==> src/rtl/rce_cfg.svh <==
// Constants of the remote-control encoder: offsets, field positions, resets, timing
`ifndef RCE_CFG_SVH
`define RCE_CFG_SVH

// ---------------------------------------------------------------
// Register byte offsets
// ---------------------------------------------------------------
`define RCE_OFS_CTRL        8'h00
`define RCE_OFS_STATUS      8'h04
`define RCE_OFS_LATCH       8'h08
`define RCE_OFS_CYCLES      8'h0C

// ---------------------------------------------------------------
// Field positions
// ---------------------------------------------------------------
`define RCE_CTRL_DSEL_BIT   0
`define RCE_CTRL_ALO_BIT    1
`define RCE_CTRL_AHI_BIT    2
`define RCE_ST_BUSY_BIT     0
`define RCE_ST_WORD_LSB     1
`define RCE_ST_BIT_LSB      3
`define RCE_ST_TRIG_BIT     8
`define RCE_LAT_DATA_LSB    10

// ---------------------------------------------------------------
// Reset values
// ---------------------------------------------------------------
`define RCE_CTRL_RESET      3'h4

// ---------------------------------------------------------------
// Packet shape and timing
// ---------------------------------------------------------------
`define RCE_ADDR_BITS       10
`define RCE_DATA_BITS       8
`define RCE_WORDS           3
`define RCE_CLK_NS          100
`define RCE_SYM_PERIOD_NS   2000000
`define RCE_LAG_NS          150000000
`define RCE_FIFO_DEPTH      16

`endif

==> src/rtl/rce_pkg.sv <==
// Types shared by the remote-control encoder
package rce_pkg;

  typedef enum logic [1:0] {
    SYM_ZERO,
    SYM_ONE,
    SYM_OPEN
  } rce_sym_type;

  typedef enum logic {
    ST_IDLE,
    ST_SEND
  } rce_state_type;

  typedef struct packed {
    logic [9:0] addr;
    logic [7:0] data;
    logic       dsel;
    logic       asel_hi;
    logic       asel_lo;
  } rce_frame_type;

  typedef struct packed {
    logic        word_end;
    rce_sym_type sym;
  } rce_out_type;

  typedef struct packed {
    logic       wr;
    logic       rd;
    logic [7:0] ofs;
  } rce_bus_type;

endpackage

==> src/rtl/rce_encoder.sv <==
// Remote-control encoder: pin sampling, packet serializer, symbol FIFO, AHB-Lite registers
//
// Operation
// Trigger high wakes encoder; cycle sends three identical packet words.
// While trigger stays high, a new cycle follows each finished one.
// Trigger low: finish running cycle, then return to standby.
// Packet order: address bits 0..9, then data bits 0..7.
// Each bit sent as one, zero or open per type selects.
// Lines resampled at every cycle start; changes need no trigger drop.
// Data change reaches the packet within 150 ms.
// Outside party must not set all ten address lines equal.
// Undriven address input reads high.
// Undriven data input reads low.
// Receiver ignores packets unless all address bits match.
// Receiver reproduces data; open bits shown as low.
// Trigger high at power-up starts transmission right away.
// Data select high: one/zero; low: one/open.
// Address selects hi,lo: 00 one/zero, 01 one/open, 10 open/zero, 11 one/zero.
// Selects default: data low, address upper high, lower low.
// Symbol timing from fixed divider with parameter period.
// All eighteen line states latched per cycle, held for three words.
//
// Implementation choices: the AHB-Lite slave port and the address map.
`timescale 1ns/10ps

`include "rce_cfg.svh"

// ---------------------------------------------------------------
// Symbol FIFO
// ---------------------------------------------------------------
module rce_fifo
  import rce_pkg::*;
#(
  parameter int WIDTH = 3,
  parameter int DEPTH = `RCE_FIFO_DEPTH
) (
  input  wire logic             hclk,
  input  wire logic             hresetn,
  input  wire logic             ce,
  input  wire logic             in_valid,
  output logic                  in_ready,
  input  wire logic [WIDTH-1:0] in_data,
  output logic                  out_valid,
  input  wire logic             out_ready,
  output logic      [WIDTH-1:0] out_data
);
  localparam int PW = $clog2(DEPTH);

  if (DEPTH < 2 || (1 << PW) != DEPTH || WIDTH < 1) begin : g_bad_depth
    $error("rce_fifo: DEPTH must be a power of two of at least 2");
  end

  logic [WIDTH-1:0] mem_reg [DEPTH];
  logic [PW:0]      wr_reg;
  logic [PW:0]      rd_reg;
  wire              full  = (wr_reg[PW] != rd_reg[PW]) && (wr_reg[PW-1:0] == rd_reg[PW-1:0]);
  wire              empty = (wr_reg == rd_reg);
  wire              push  = ce && in_valid && !full;
  wire              pop   = ce && out_ready && !empty;

  assign in_ready  = !full;
  // Head is offered only while the enable runs, so a frozen FIFO is never taken twice
  assign out_valid = ce && !empty;
  assign out_data  = mem_reg[rd_reg[PW-1:0]];

  always_ff @(posedge hclk or negedge hresetn) begin
    if (!hresetn) begin
      wr_reg <= '0;
      rd_reg <= '0;
    end else begin
      if (push) wr_reg <= wr_reg + 1'b1;
      if (pop)  rd_reg <= rd_reg + 1'b1;
    end
  end

  // Storage needs no reset; nothing reads a slot before it is written
  always_ff @(posedge hclk) begin
    if (push) mem_reg[wr_reg[PW-1:0]] <= in_data;
  end
endmodule

// ---------------------------------------------------------------
// Encoder top
// ---------------------------------------------------------------
module rce_encoder
  import rce_pkg::*;
#(
  parameter int SYM_CYCLES = `RCE_SYM_PERIOD_NS / `RCE_CLK_NS,
  parameter int LAG_CYCLES = `RCE_LAG_NS / `RCE_CLK_NS,
  parameter int FIFO_DEPTH = `RCE_FIFO_DEPTH
) (
  input  wire logic        hclk,
  input  wire logic        hresetn,
  input  wire logic        ce,
  input  wire logic        hsel,
  input  wire logic [31:0] haddr,
  input  wire logic [1:0]  htrans,
  input  wire logic        hwrite,
  input  wire logic [2:0]  hsize,
  input  wire logic        hready,
  input  wire logic [31:0] hwdata,
  output logic      [31:0] hrdata,
  output logic             hreadyout,
  output logic             hresp,
  input  wire logic        tx_trigger,
  input  wire logic [9:0]  addr_in,
  input  wire logic [9:0]  addr_in_drive,
  input  wire logic [7:0]  data_in,
  input  wire logic [7:0]  data_in_drive,
  output logic             sym_valid,
  input  wire logic        sym_ready,
  output rce_sym_type      sym_data,
  output logic             sym_word_end,
  output logic             busy
);
  localparam int NBITS = `RCE_ADDR_BITS + `RCE_DATA_BITS;
  localparam int NPIN  = NBITS + 1;
  localparam int DW    = $clog2(SYM_CYCLES + 1);

  if (SYM_CYCLES < 1 || `RCE_WORDS * NBITS * SYM_CYCLES > LAG_CYCLES) begin : g_bad_sym
    $error("rce_encoder: symbol period too long for the refresh lag");
  end

  // ---------------------------------------------------------------
  // Pin sampling
  // ---------------------------------------------------------------
  // Undriven lines take their pull level before the synchroniser
  wire [NPIN-1:0] pin_raw = {tx_trigger,
                             data_in & data_in_drive,
                             addr_in | ~addr_in_drive};
  logic [NPIN-1:0] s1_reg;
  logic [NPIN-1:0] s2_reg;
  logic [NPIN-1:0] s3_reg;
  logic [NPIN-1:0] pin_reg;
  wire  [NPIN-1:0] pin_next;

  // A bit moves only once the second and third stages agree
  genvar gi;
  for (gi = 0; gi < NPIN; gi++) begin : g_filt
    assign pin_next[gi] = (s2_reg[gi] == s3_reg[gi]) ? s3_reg[gi] : pin_reg[gi];
  end

  always_ff @(posedge hclk or negedge hresetn) begin
    if (!hresetn) begin
      s1_reg  <= '0;
      s2_reg  <= '0;
      s3_reg  <= '0;
      pin_reg <= {1'b0, 8'h00, 10'h3FF};
    end else if (ce) begin
      s1_reg  <= pin_raw;
      s2_reg  <= s1_reg;
      s3_reg  <= s2_reg;
      pin_reg <= pin_next;
    end
  end

  wire trig = pin_reg[NPIN-1];

  // ---------------------------------------------------------------
  // Bit typing
  // ---------------------------------------------------------------
  function automatic rce_sym_type data_sym(input logic lvl, input logic dsel);
    if (lvl)       return SYM_ONE;
    else if (dsel) return SYM_ZERO;
    else           return SYM_OPEN;
  endfunction

  function automatic rce_sym_type addr_sym(input logic lvl, input logic hi, input logic lo);
    if (lvl) return (hi && !lo) ? SYM_OPEN : SYM_ONE;
    else     return (!hi && lo) ? SYM_OPEN : SYM_ZERO;
  endfunction

  // ---------------------------------------------------------------
  // Registers and serializer state
  // ---------------------------------------------------------------
  logic [2:0]    ctrl_reg;
  rce_frame_type lat_reg;
  rce_state_type state_reg;
  logic [1:0]    word_reg;
  logic [4:0]    bit_reg;
  logic [DW-1:0] div_reg;
  logic [31:0]   cycles_reg;
  rce_bus_type   bus_reg;
  logic [31:0]   hrdata_reg;

  wire         fifo_in_ready;
  wire         tick       = (div_reg == DW'(SYM_CYCLES - 1));
  wire         sending    = (state_reg == ST_SEND);
  wire         push       = ce && sending && tick && fifo_in_ready;
  wire         last_bit   = (bit_reg == 5'(NBITS - 1));
  wire         word_end   = push && last_bit;
  wire         cycle_end  = word_end && (word_reg == 2'(`RCE_WORDS - 1));
  wire         start      = ce && !sending && trig;
  wire         reload     = start || (cycle_end && trig);
  wire         is_addr    = (bit_reg < 5'(`RCE_ADDR_BITS));
  wire [4:0]   data_idx   = bit_reg - 5'(`RCE_ADDR_BITS);
  wire         addr_lvl   = lat_reg.addr[bit_reg[3:0]];
  wire         data_lvl   = lat_reg.data[data_idx[2:0]];
  rce_sym_type cur_sym;
  assign cur_sym = is_addr ? addr_sym(addr_lvl, lat_reg.asel_hi, lat_reg.asel_lo)
                           : data_sym(data_lvl, lat_reg.dsel);

  rce_frame_type lat_next;
  assign lat_next = '{addr: pin_reg[9:0], data: pin_reg[17:10],
                      dsel: ctrl_reg[`RCE_CTRL_DSEL_BIT],
                      asel_hi: ctrl_reg[`RCE_CTRL_AHI_BIT],
                      asel_lo: ctrl_reg[`RCE_CTRL_ALO_BIT]};

  rce_state_type state_next;
  assign state_next = reload ? ST_SEND : (cycle_end ? ST_IDLE : state_reg);

  wire [DW-1:0] div_next = (reload || push) ? '0 : (tick ? div_reg : div_reg + 1'b1);

  always_ff @(posedge hclk or negedge hresetn) begin
    if (!hresetn) begin
      state_reg <= ST_IDLE;
      lat_reg   <= '0;
      word_reg  <= '0;
      bit_reg   <= '0;
      div_reg   <= '0;
    end else if (ce) begin
      state_reg <= state_next;
      div_reg   <= div_next;
      if (reload) begin
        lat_reg  <= lat_next;
        word_reg <= '0;
        bit_reg  <= '0;
      end else if (push) begin
        bit_reg  <= last_bit ? 5'h00 : bit_reg + 5'h01;
        word_reg <= last_bit ? word_reg + 2'h1 : word_reg;
      end
    end
  end

  // ---------------------------------------------------------------
  // Symbol FIFO towards the modulator
  // ---------------------------------------------------------------
  rce_out_type fifo_out;
  rce_out_type fifo_in;
  assign fifo_in = '{word_end: last_bit, sym: cur_sym};

  rce_fifo #(
    .WIDTH ($bits(rce_out_type)),
    .DEPTH (FIFO_DEPTH)
  ) u_fifo (
    .hclk      (hclk),
    .hresetn   (hresetn),
    .ce        (ce),
    .in_valid  (sending && tick),
    .in_ready  (fifo_in_ready),
    .in_data   (fifo_in),
    .out_valid (sym_valid),
    .out_ready (sym_ready),
    .out_data  (fifo_out)
  );

  assign sym_data     = fifo_out.sym;
  assign sym_word_end = fifo_out.word_end;
  assign busy         = sending;

  // ---------------------------------------------------------------
  // AHB-Lite slave
  // ---------------------------------------------------------------
  // Zero wait states; a low clock enable stalls the bus instead of losing a transfer
  wire       addr_phase = ce && hsel && hready && htrans[1];
  wire [7:0] ofs        = {haddr[7:2], 2'b00};
  wire       in_range   = (haddr[31:8] == 24'h000000);
  wire [31:0] status_word = {23'h0, trig, bit_reg, word_reg, sending};
  wire [31:0] latch_word  = {14'h0000, lat_reg.data, lat_reg.addr};
  wire [31:0] rd_word =
      !in_range                ? 32'h00000000 :
      (ofs == `RCE_OFS_CTRL)   ? {29'h00000000, ctrl_reg} :
      (ofs == `RCE_OFS_STATUS) ? status_word :
      (ofs == `RCE_OFS_LATCH)  ? latch_word :
      (ofs == `RCE_OFS_CYCLES) ? cycles_reg : 32'h00000000;

  always_ff @(posedge hclk or negedge hresetn) begin
    if (!hresetn) begin
      bus_reg    <= '0;
      hrdata_reg <= '0;
      ctrl_reg   <= `RCE_CTRL_RESET;
      cycles_reg <= '0;
    end else if (ce) begin
      bus_reg.wr  <= addr_phase && hwrite && in_range;
      bus_reg.rd  <= addr_phase && !hwrite;
      bus_reg.ofs <= ofs;
      if (addr_phase && !hwrite) hrdata_reg <= rd_word;
      if (bus_reg.wr && bus_reg.ofs == `RCE_OFS_CTRL) ctrl_reg <= hwdata[2:0];
      if (cycle_end) cycles_reg <= cycles_reg + 32'h00000001;
    end
  end

  assign hrdata    = hrdata_reg;
  assign hreadyout = ce;
  assign hresp     = 1'b0;

  // ---------------------------------------------------------------
  // Checks
  // ---------------------------------------------------------------
  logic [31:0] lag_reg;
  logic        stall_reg;
  always_ff @(posedge hclk or negedge hresetn) begin
    if (!hresetn) begin
      lag_reg   <= '0;
      stall_reg <= 1'b0;
    end else begin
      lag_reg   <= reload ? 32'h00000000 : (sending ? lag_reg + 32'h00000001 : lag_reg);
      stall_reg <= reload ? 1'b0 : (stall_reg || !ce || (sending && tick && !fifo_in_ready));
    end
  end
endmodule

==> config.mk <==
export PLATFORM = sky130hd
export DESIGN_NAME = rce_encoder
export DESIGN_NICKNAME = d
export VERILOG_FILES = /design/src/rtl/rce_pkg.sv /design/src/rtl/rce_encoder.sv
export VERILOG_INCLUDE_DIRS = /design/src /design/src/rtl
export SDC_FILE = /design/constraint.sdc
export NUM_CORES = 1
export LEC_CHECK = 0
export BUFFER_PORTS_ARGS = -buffer_cell sky130_fd_sc_hd__buf_2
export CELL_PAD_IN_SITES_DETAIL_PLACEMENT = 1
export CELL_PAD_IN_SITES_GLOBAL_PLACEMENT = 2
export CORE_MARGIN = 2
export CORE_UTILIZATION = 39
export DETAILED_ROUTE_END_ITERATION = 8
export PLACE_DENSITY = 0.87
export SLEW_MARGIN = 5
export SYNTH_ARGS = -nofsm -noshare
export SYNTH_HDL_FRONTEND = slang
export SYNTH_SLANG_ARGS = --single-unit
==> constraint.sdc <==
create_clock -name hclk -period 3.1 [get_ports hclk]
set_input_delay 0.31 -clock hclk [delete_from_list [all_inputs] [get_ports hclk]]
set_output_delay 0.31 -clock hclk [all_outputs]
set_load 0.1 [all_outputs]
== Yosys cells after proc, flatten, opt, wreduce, memory -nomap -nowiden ==
Memory sizes are Yosys's and may differ from the RTL's.
Index checks and enable logic that the tools add are counted.

* Register bits after elaboration: 204
* Bits in latches: 0
* Memory bits (writable): 48
* Bits in read-only memories: 0
* Bits of input ports: 113
* Word-level logic and storage cells: 173
* Memories: 1

* Add/subtract/negate cells: 7
* Multipliers: 0
* Divide/modulo/power cells: 0
* Magnitude comparators: 3
* Equal/unequal tests: 29
* Shift-type cells: 0
* Muxes and demuxes: 27
* Bitwise gates (word level): 3
* Reductions and logical operators: 65

{| class="wikitable"
|+ Memory list
! memory !! words !! width !! read ports !! clocked after memory_dff !! write ports !! RTL line !! RTL
|-
| u_fifo.mem_reg || 16 || 3 || 1 || 0 || 1 || rce_encoder.sv:53 || <nowiki>logic [WIDTH-1:0] mem_reg [DEPTH];</nowiki>
|}

{| class="wikitable"
|+ Operators by type and width
! operator !! number
|-
| $mux 32 || 5
|-
| $reduce_and 2->1 || 26
|-
| $add 32x1->32 const B || 1
|-
| $mux 15 || 2
|-
| $logic_and 1x1->1 || 24
|-
| $logic_not 24->1 || 1
|-
| $eq 1x1->1 || 19
|-
| $mux 2 || 9
|-
| $logic_not 8->1 || 2
|-
| $add 15x1->15 const B || 1
|-
| $add 5x1->5 const B || 3
|-
| $eq 15x15->1 const B || 1
|-
| $mux 5 || 3
|-
| $eq 6x2->1 const B || 2
|-
| $not 10->10 || 1
|-
| $or 10x10->10 || 1
|-
| $and 8x8->8 || 1
|-
| $eq 6x1->1 const B || 1
|-
| $logic_not 1->1 || 6
|-
| $mux 1 || 6
|-
| $reduce_bool 2->1 || 3
|-
| $eq 5x5->1 || 1
|-
| $eq 5x5->1 const B || 1
|-
| $lt 4x5->1 const B || 1
|-
| 12 further kinds || 13
|}

== Longest topological paths before layout ==
* Depth in word-level cells: 11
* Gate-level depth with buffers: 10

== Hierarchy ==
Synthesis repeated with hierarchy kept, for this count alone.

* Cell total of the unflattened synthesis: 956
* Area total of the unflattened synthesis: 11453.5 um^2

{| class="wikitable"
|+ Modules (own cells, without submodules)
! module !! instances !! cells each !! area each (um^2) !! sequential area each (um^2)
|-
| rce_encoder || 1 || 800 || 8854.7 || 4868.4
|-
| rce_fifo || 1 || 156 || 2598.7 || 1691.6
|}

== Worst setup path after synthesis ==
Ideal clock, no wire load.

* Path kind: reg-to-reg
* Start point: reg u_fifo.rd_reg[1]
* End point: reg u_fifo.rd_reg[1]
* Setup time: 0.125 ns
* Arrival time: 3.046 ns
* Slack: -0.071 ns
* Stages on the path, launching flop included: 7
* Buffers on the path: 1
* Period minus slack after synthesis: 3.171 ns
* Cells stage by stage: dfrtp_1 -> buf_2 -> xor2_1 -> nor4_4 -> a21boi_1 -> nand2_1 -> mux2_2

* Word-level cells in the longest chain between the ends: 3
* Elaborated cells on any way between the ends: 4

{| class="wikitable"
|+ Ends and longest elaborated chain
! item !! RTL line !! RTL
|-
| start: declaration || rce_encoder.sv:55 || <nowiki>logic [PW:0] rd_reg;</nowiki>
|-
| start signal: assignment || rce_encoder.sv:72 || <nowiki>if (pop) rd_reg <= rd_reg + 1'b1;</nowiki>
|-
| parallel branches: the longest is 3 deep, another holds $add 5x1->5 || - ||
|}

Several ways; the timed one is not identified.
A chain may end at the register's enable or synchronous reset.

== Worst setup path in the final report ==
* Start point: reg u_fifo.rd_reg[0]
* End point: out sym_data[0]

* Word-level cells in the longest chain between the ends: 1

{| class="wikitable"
|+ Ends and longest elaborated chain
! item !! RTL line !! RTL
|-
| $mem_v2 16x3 || - ||
|-
| end: declaration || rce_encoder.sv:112 || <nowiki>output rce_sym_type sym_data,</nowiki>
|}

Every way passes these cells.

==> results.md <==
* Outcome: completed
* Synth-to-layout area growth at 17.9%
* Max-slew violation count at 0
* Critical path class: register to primary output
* Mean Syn Cell Area at 12.5 um2
* Clock sink count at 252
* Worst Hold Depth at 3
* Cell variety after synth at 58
* Commonest cells after routing, fill and taps aside: dfrtp_1 (193), buf_2 (113), nor2_1 (64)
* Deepest clock path buffer count at 3
* Critical Path End Type: primary output
* Synth Cell Area at 11300 um2
* Max stage delay cell, worst path: mux4_2
* Most numerous cell on the critical path: mux4_2
* Reg2reg setup slack at 460 ps
* Seq cells post-synth at 252
* Total gr overflow at 0
* DR vias/cell at 5.19
* Sum Neg Setup Slack at 0 ps
* Largest net degree at the start of global routing at 82
* Worst Max-Slew Pin Slew at 1240 ps
* Dominant synthesized flop cell: dfrtp_1
* Final Hold Viols at 0
* Fmax at 336 MHz
* WP data arrival at 2670 ps
* Max stage delay on crit path at 580 ps
* Async S/R FF share, synth at 81.0%
* DP HPWL at 18.0 mm
* Placer Congestion at 0.754
* Leak pwr at 5.99 nW
* Post_cts resized at 0
* H-tree levels at 1
* Hold path endpoint: s1_reg[12]
* Cts bufs inserted at 27
* Worst path cell trace: buf_4, mux4_2, mux4_2, buf_2
* Unrepaired setup endpoints after global routing: no
* First-pass GRT wire length at 43.6 mm
* Design area at 13400 um2
* Total number of vias at 7454
* Max reg flops at 48
* Synthesized instance count at 910
* Post-CTS setup buffers at 0
* Reg-to-Reg End: u_fifo.mem_reg[11][1]
* Rows at 62
* Antenna violations before repair at 0
* Average wire per standard cell at 18.3 um
* Sequential share of the synthesized area at 57.9%
* Final worst path period share at 96.0%
* Antenna cells at 0
* Die area at 30400 um2
* Setup Skew at 12.6 ps
* Drt drc at 0
* Share of layout cells above drive strength 1 at 27.2%
* Warnings, synthesis at 0
* Placed Instance Area at 12300 um2
* Port Buffers at 115
* GRT Overall Usage at 17.7%
* Root buf cell: clkbuf_16
* VDD IR-drop max at 462 uV
* Antenna viol nets, final at 0
* R2R Path Start: bit_reg[0]
* Pwr dens at 595 nW/um2
* Ports at 152
* Die width at 174 um
* Clock tree from TritonCTS: done
* DRT iter0 DRCs at 453
* Number of synthesized flops with an enable pin at 48
* Layout Nets at 1158
* Setup-failing EPs final at 0
* Clock Latency Late Sink at 530 ps
* Die H at 174 um
* Syn Nets at 1035
* Hold Path Class: input port to register
* Max-cap violations at 0
* Most common cell after layout, fill and taps aside: dfrtp_1
* Core box area at 28600 um2
* Pre-antenna DRT Iters at 4
* Vias in the first global route at 7958
* Worst-path clk slew at 60 ps
* Fin crit period at 2980 ps
* Post-Route WL at 26.3 mm
* CP max FO at 12
* CP Launch Type: register
* Initial cell density of the core at 39.6%
* Hold path startpoint: data_in_drive[2]
* Normalized max-slew margin at 16.0%
* Worst R2R Path Depth at 4
* Worst EP required at 2790 ps
layout make-up:
cell class | instances | area, um2
Fill cell | 2999 | 15300
Sequential cell | 252 | 6560
Multi-Input combinational cell | 575 | 4410
Timing Repair Buffer | 145 | 880
Clock buffer | 39 | 791
Tap cell | 384 | 480
Clock inverter | 10 | 123
Inverter | 32 | 120
repair_timing:
action / CTS / global route
endpoints found under the setup margin: 0 / 0
hold endpoints to repair: 88 / 0
hold buffers: 12 / 0
logic make-up (layout without fill, tap and decap cells):
kind of cell / after synthesis / count (layout) / share of synthesized area, %
AOI/OAI and AO/OA: 141 / 141 / 8.66
xor gates and xnor gates: 58 / 58 / 4.55
and+or+nand+nor: 265 / 265 / 12.3
buffers and inverters: 83 / 226 / 3.30
muxes: 98 / 98 / 12.0
DFF: 252 / 252 / 57.9
other: 1 / 1 / 0.0331
adders and majority gates: 12 / 12 / 1.32
cells in the mapped netlist (21+ instances only):
cell type / number / share of area (%)
inv_1: 32 / 1.1
dfrtp_1: 193 / 43
nand2b_1: 21 / 1.2
nand2_1: 46 / 1.5
nand3_1: 33 / 1.5
nor2_1: 64 / 2.1
edfxtp_1: 48 / 13
clkbuf_1: 28 / 0.93
a22o_1: 45 / 3.5
a21oi_1: 47 / 2.1
xnor2_1: 27 / 2.1
mux2_2: 59 / 5.9
xor2_1: 30 / 2.3
and3_1: 25 / 1.4
through the flow:
stage | instances | hold WS (ps) | worst slack (ps) | utilization, % | power [mW]
final | 1437 | 14.6 | 125 | 46.7 | 7.95
after global routing | 1437 | 17.7 | 19.7 | 46.7 | 8.31
after CTS | 1437 | 0.0304 | 72.8 | 46.7 | 8.06
after detailed placement | 1376 | 393 | 461 | 43.1 | 4.73
after global placement | 1376 | 390 | 498 | 43.1 | 4.68
after floorplan | 910 | 14.4 | 544 | - | 4.44
worst max-delay path, delay by kind of cell, from the launching register on:
family,cells,cell delay [ps]
buffers and inverters,2,610
DFF,1,470
muxes,2,1040
routing by layer:
metal / part of all wire, % / vias up / GRT usage [%]
li1: - / 3539 / -
met1: 46 / 3770 / 24.4
met2: 49 / 108 / 30.3
met3: 2.6 / 37 / 2.23
met4: 1.7 / 0 / 3.61
met5: 0 / - / 0
worst max path at each step:
stage	startpoint	endpoint	slack, ps	depth (start not counted)
finish	u_fifo.rd_reg[0]	sym_data[0]	120	4
global route	u_fifo.rd_reg[0]	sym_data[0]	20	4
CTS	u_fifo.rd_reg[0]	sym_data[1]	70	4
detailed placement	bit_reg[0]	cycles_reg[26]	460	7
global placement	bit_reg[0]	cycles_reg[22]	500	7
floorplan	busy	u_fifo.mem_reg[3][0]	540	5
power by group:
part	switching (mW)	leakage (nW)	internal, mW	total, mW
Sequential	0.234	3.15	3.62	3.85
Combinational	0.428	2.39	0.391	0.820
Clock	1.28	0.446	2.01	3.28
No activity file was read; power rests on OpenSTA's default activity.
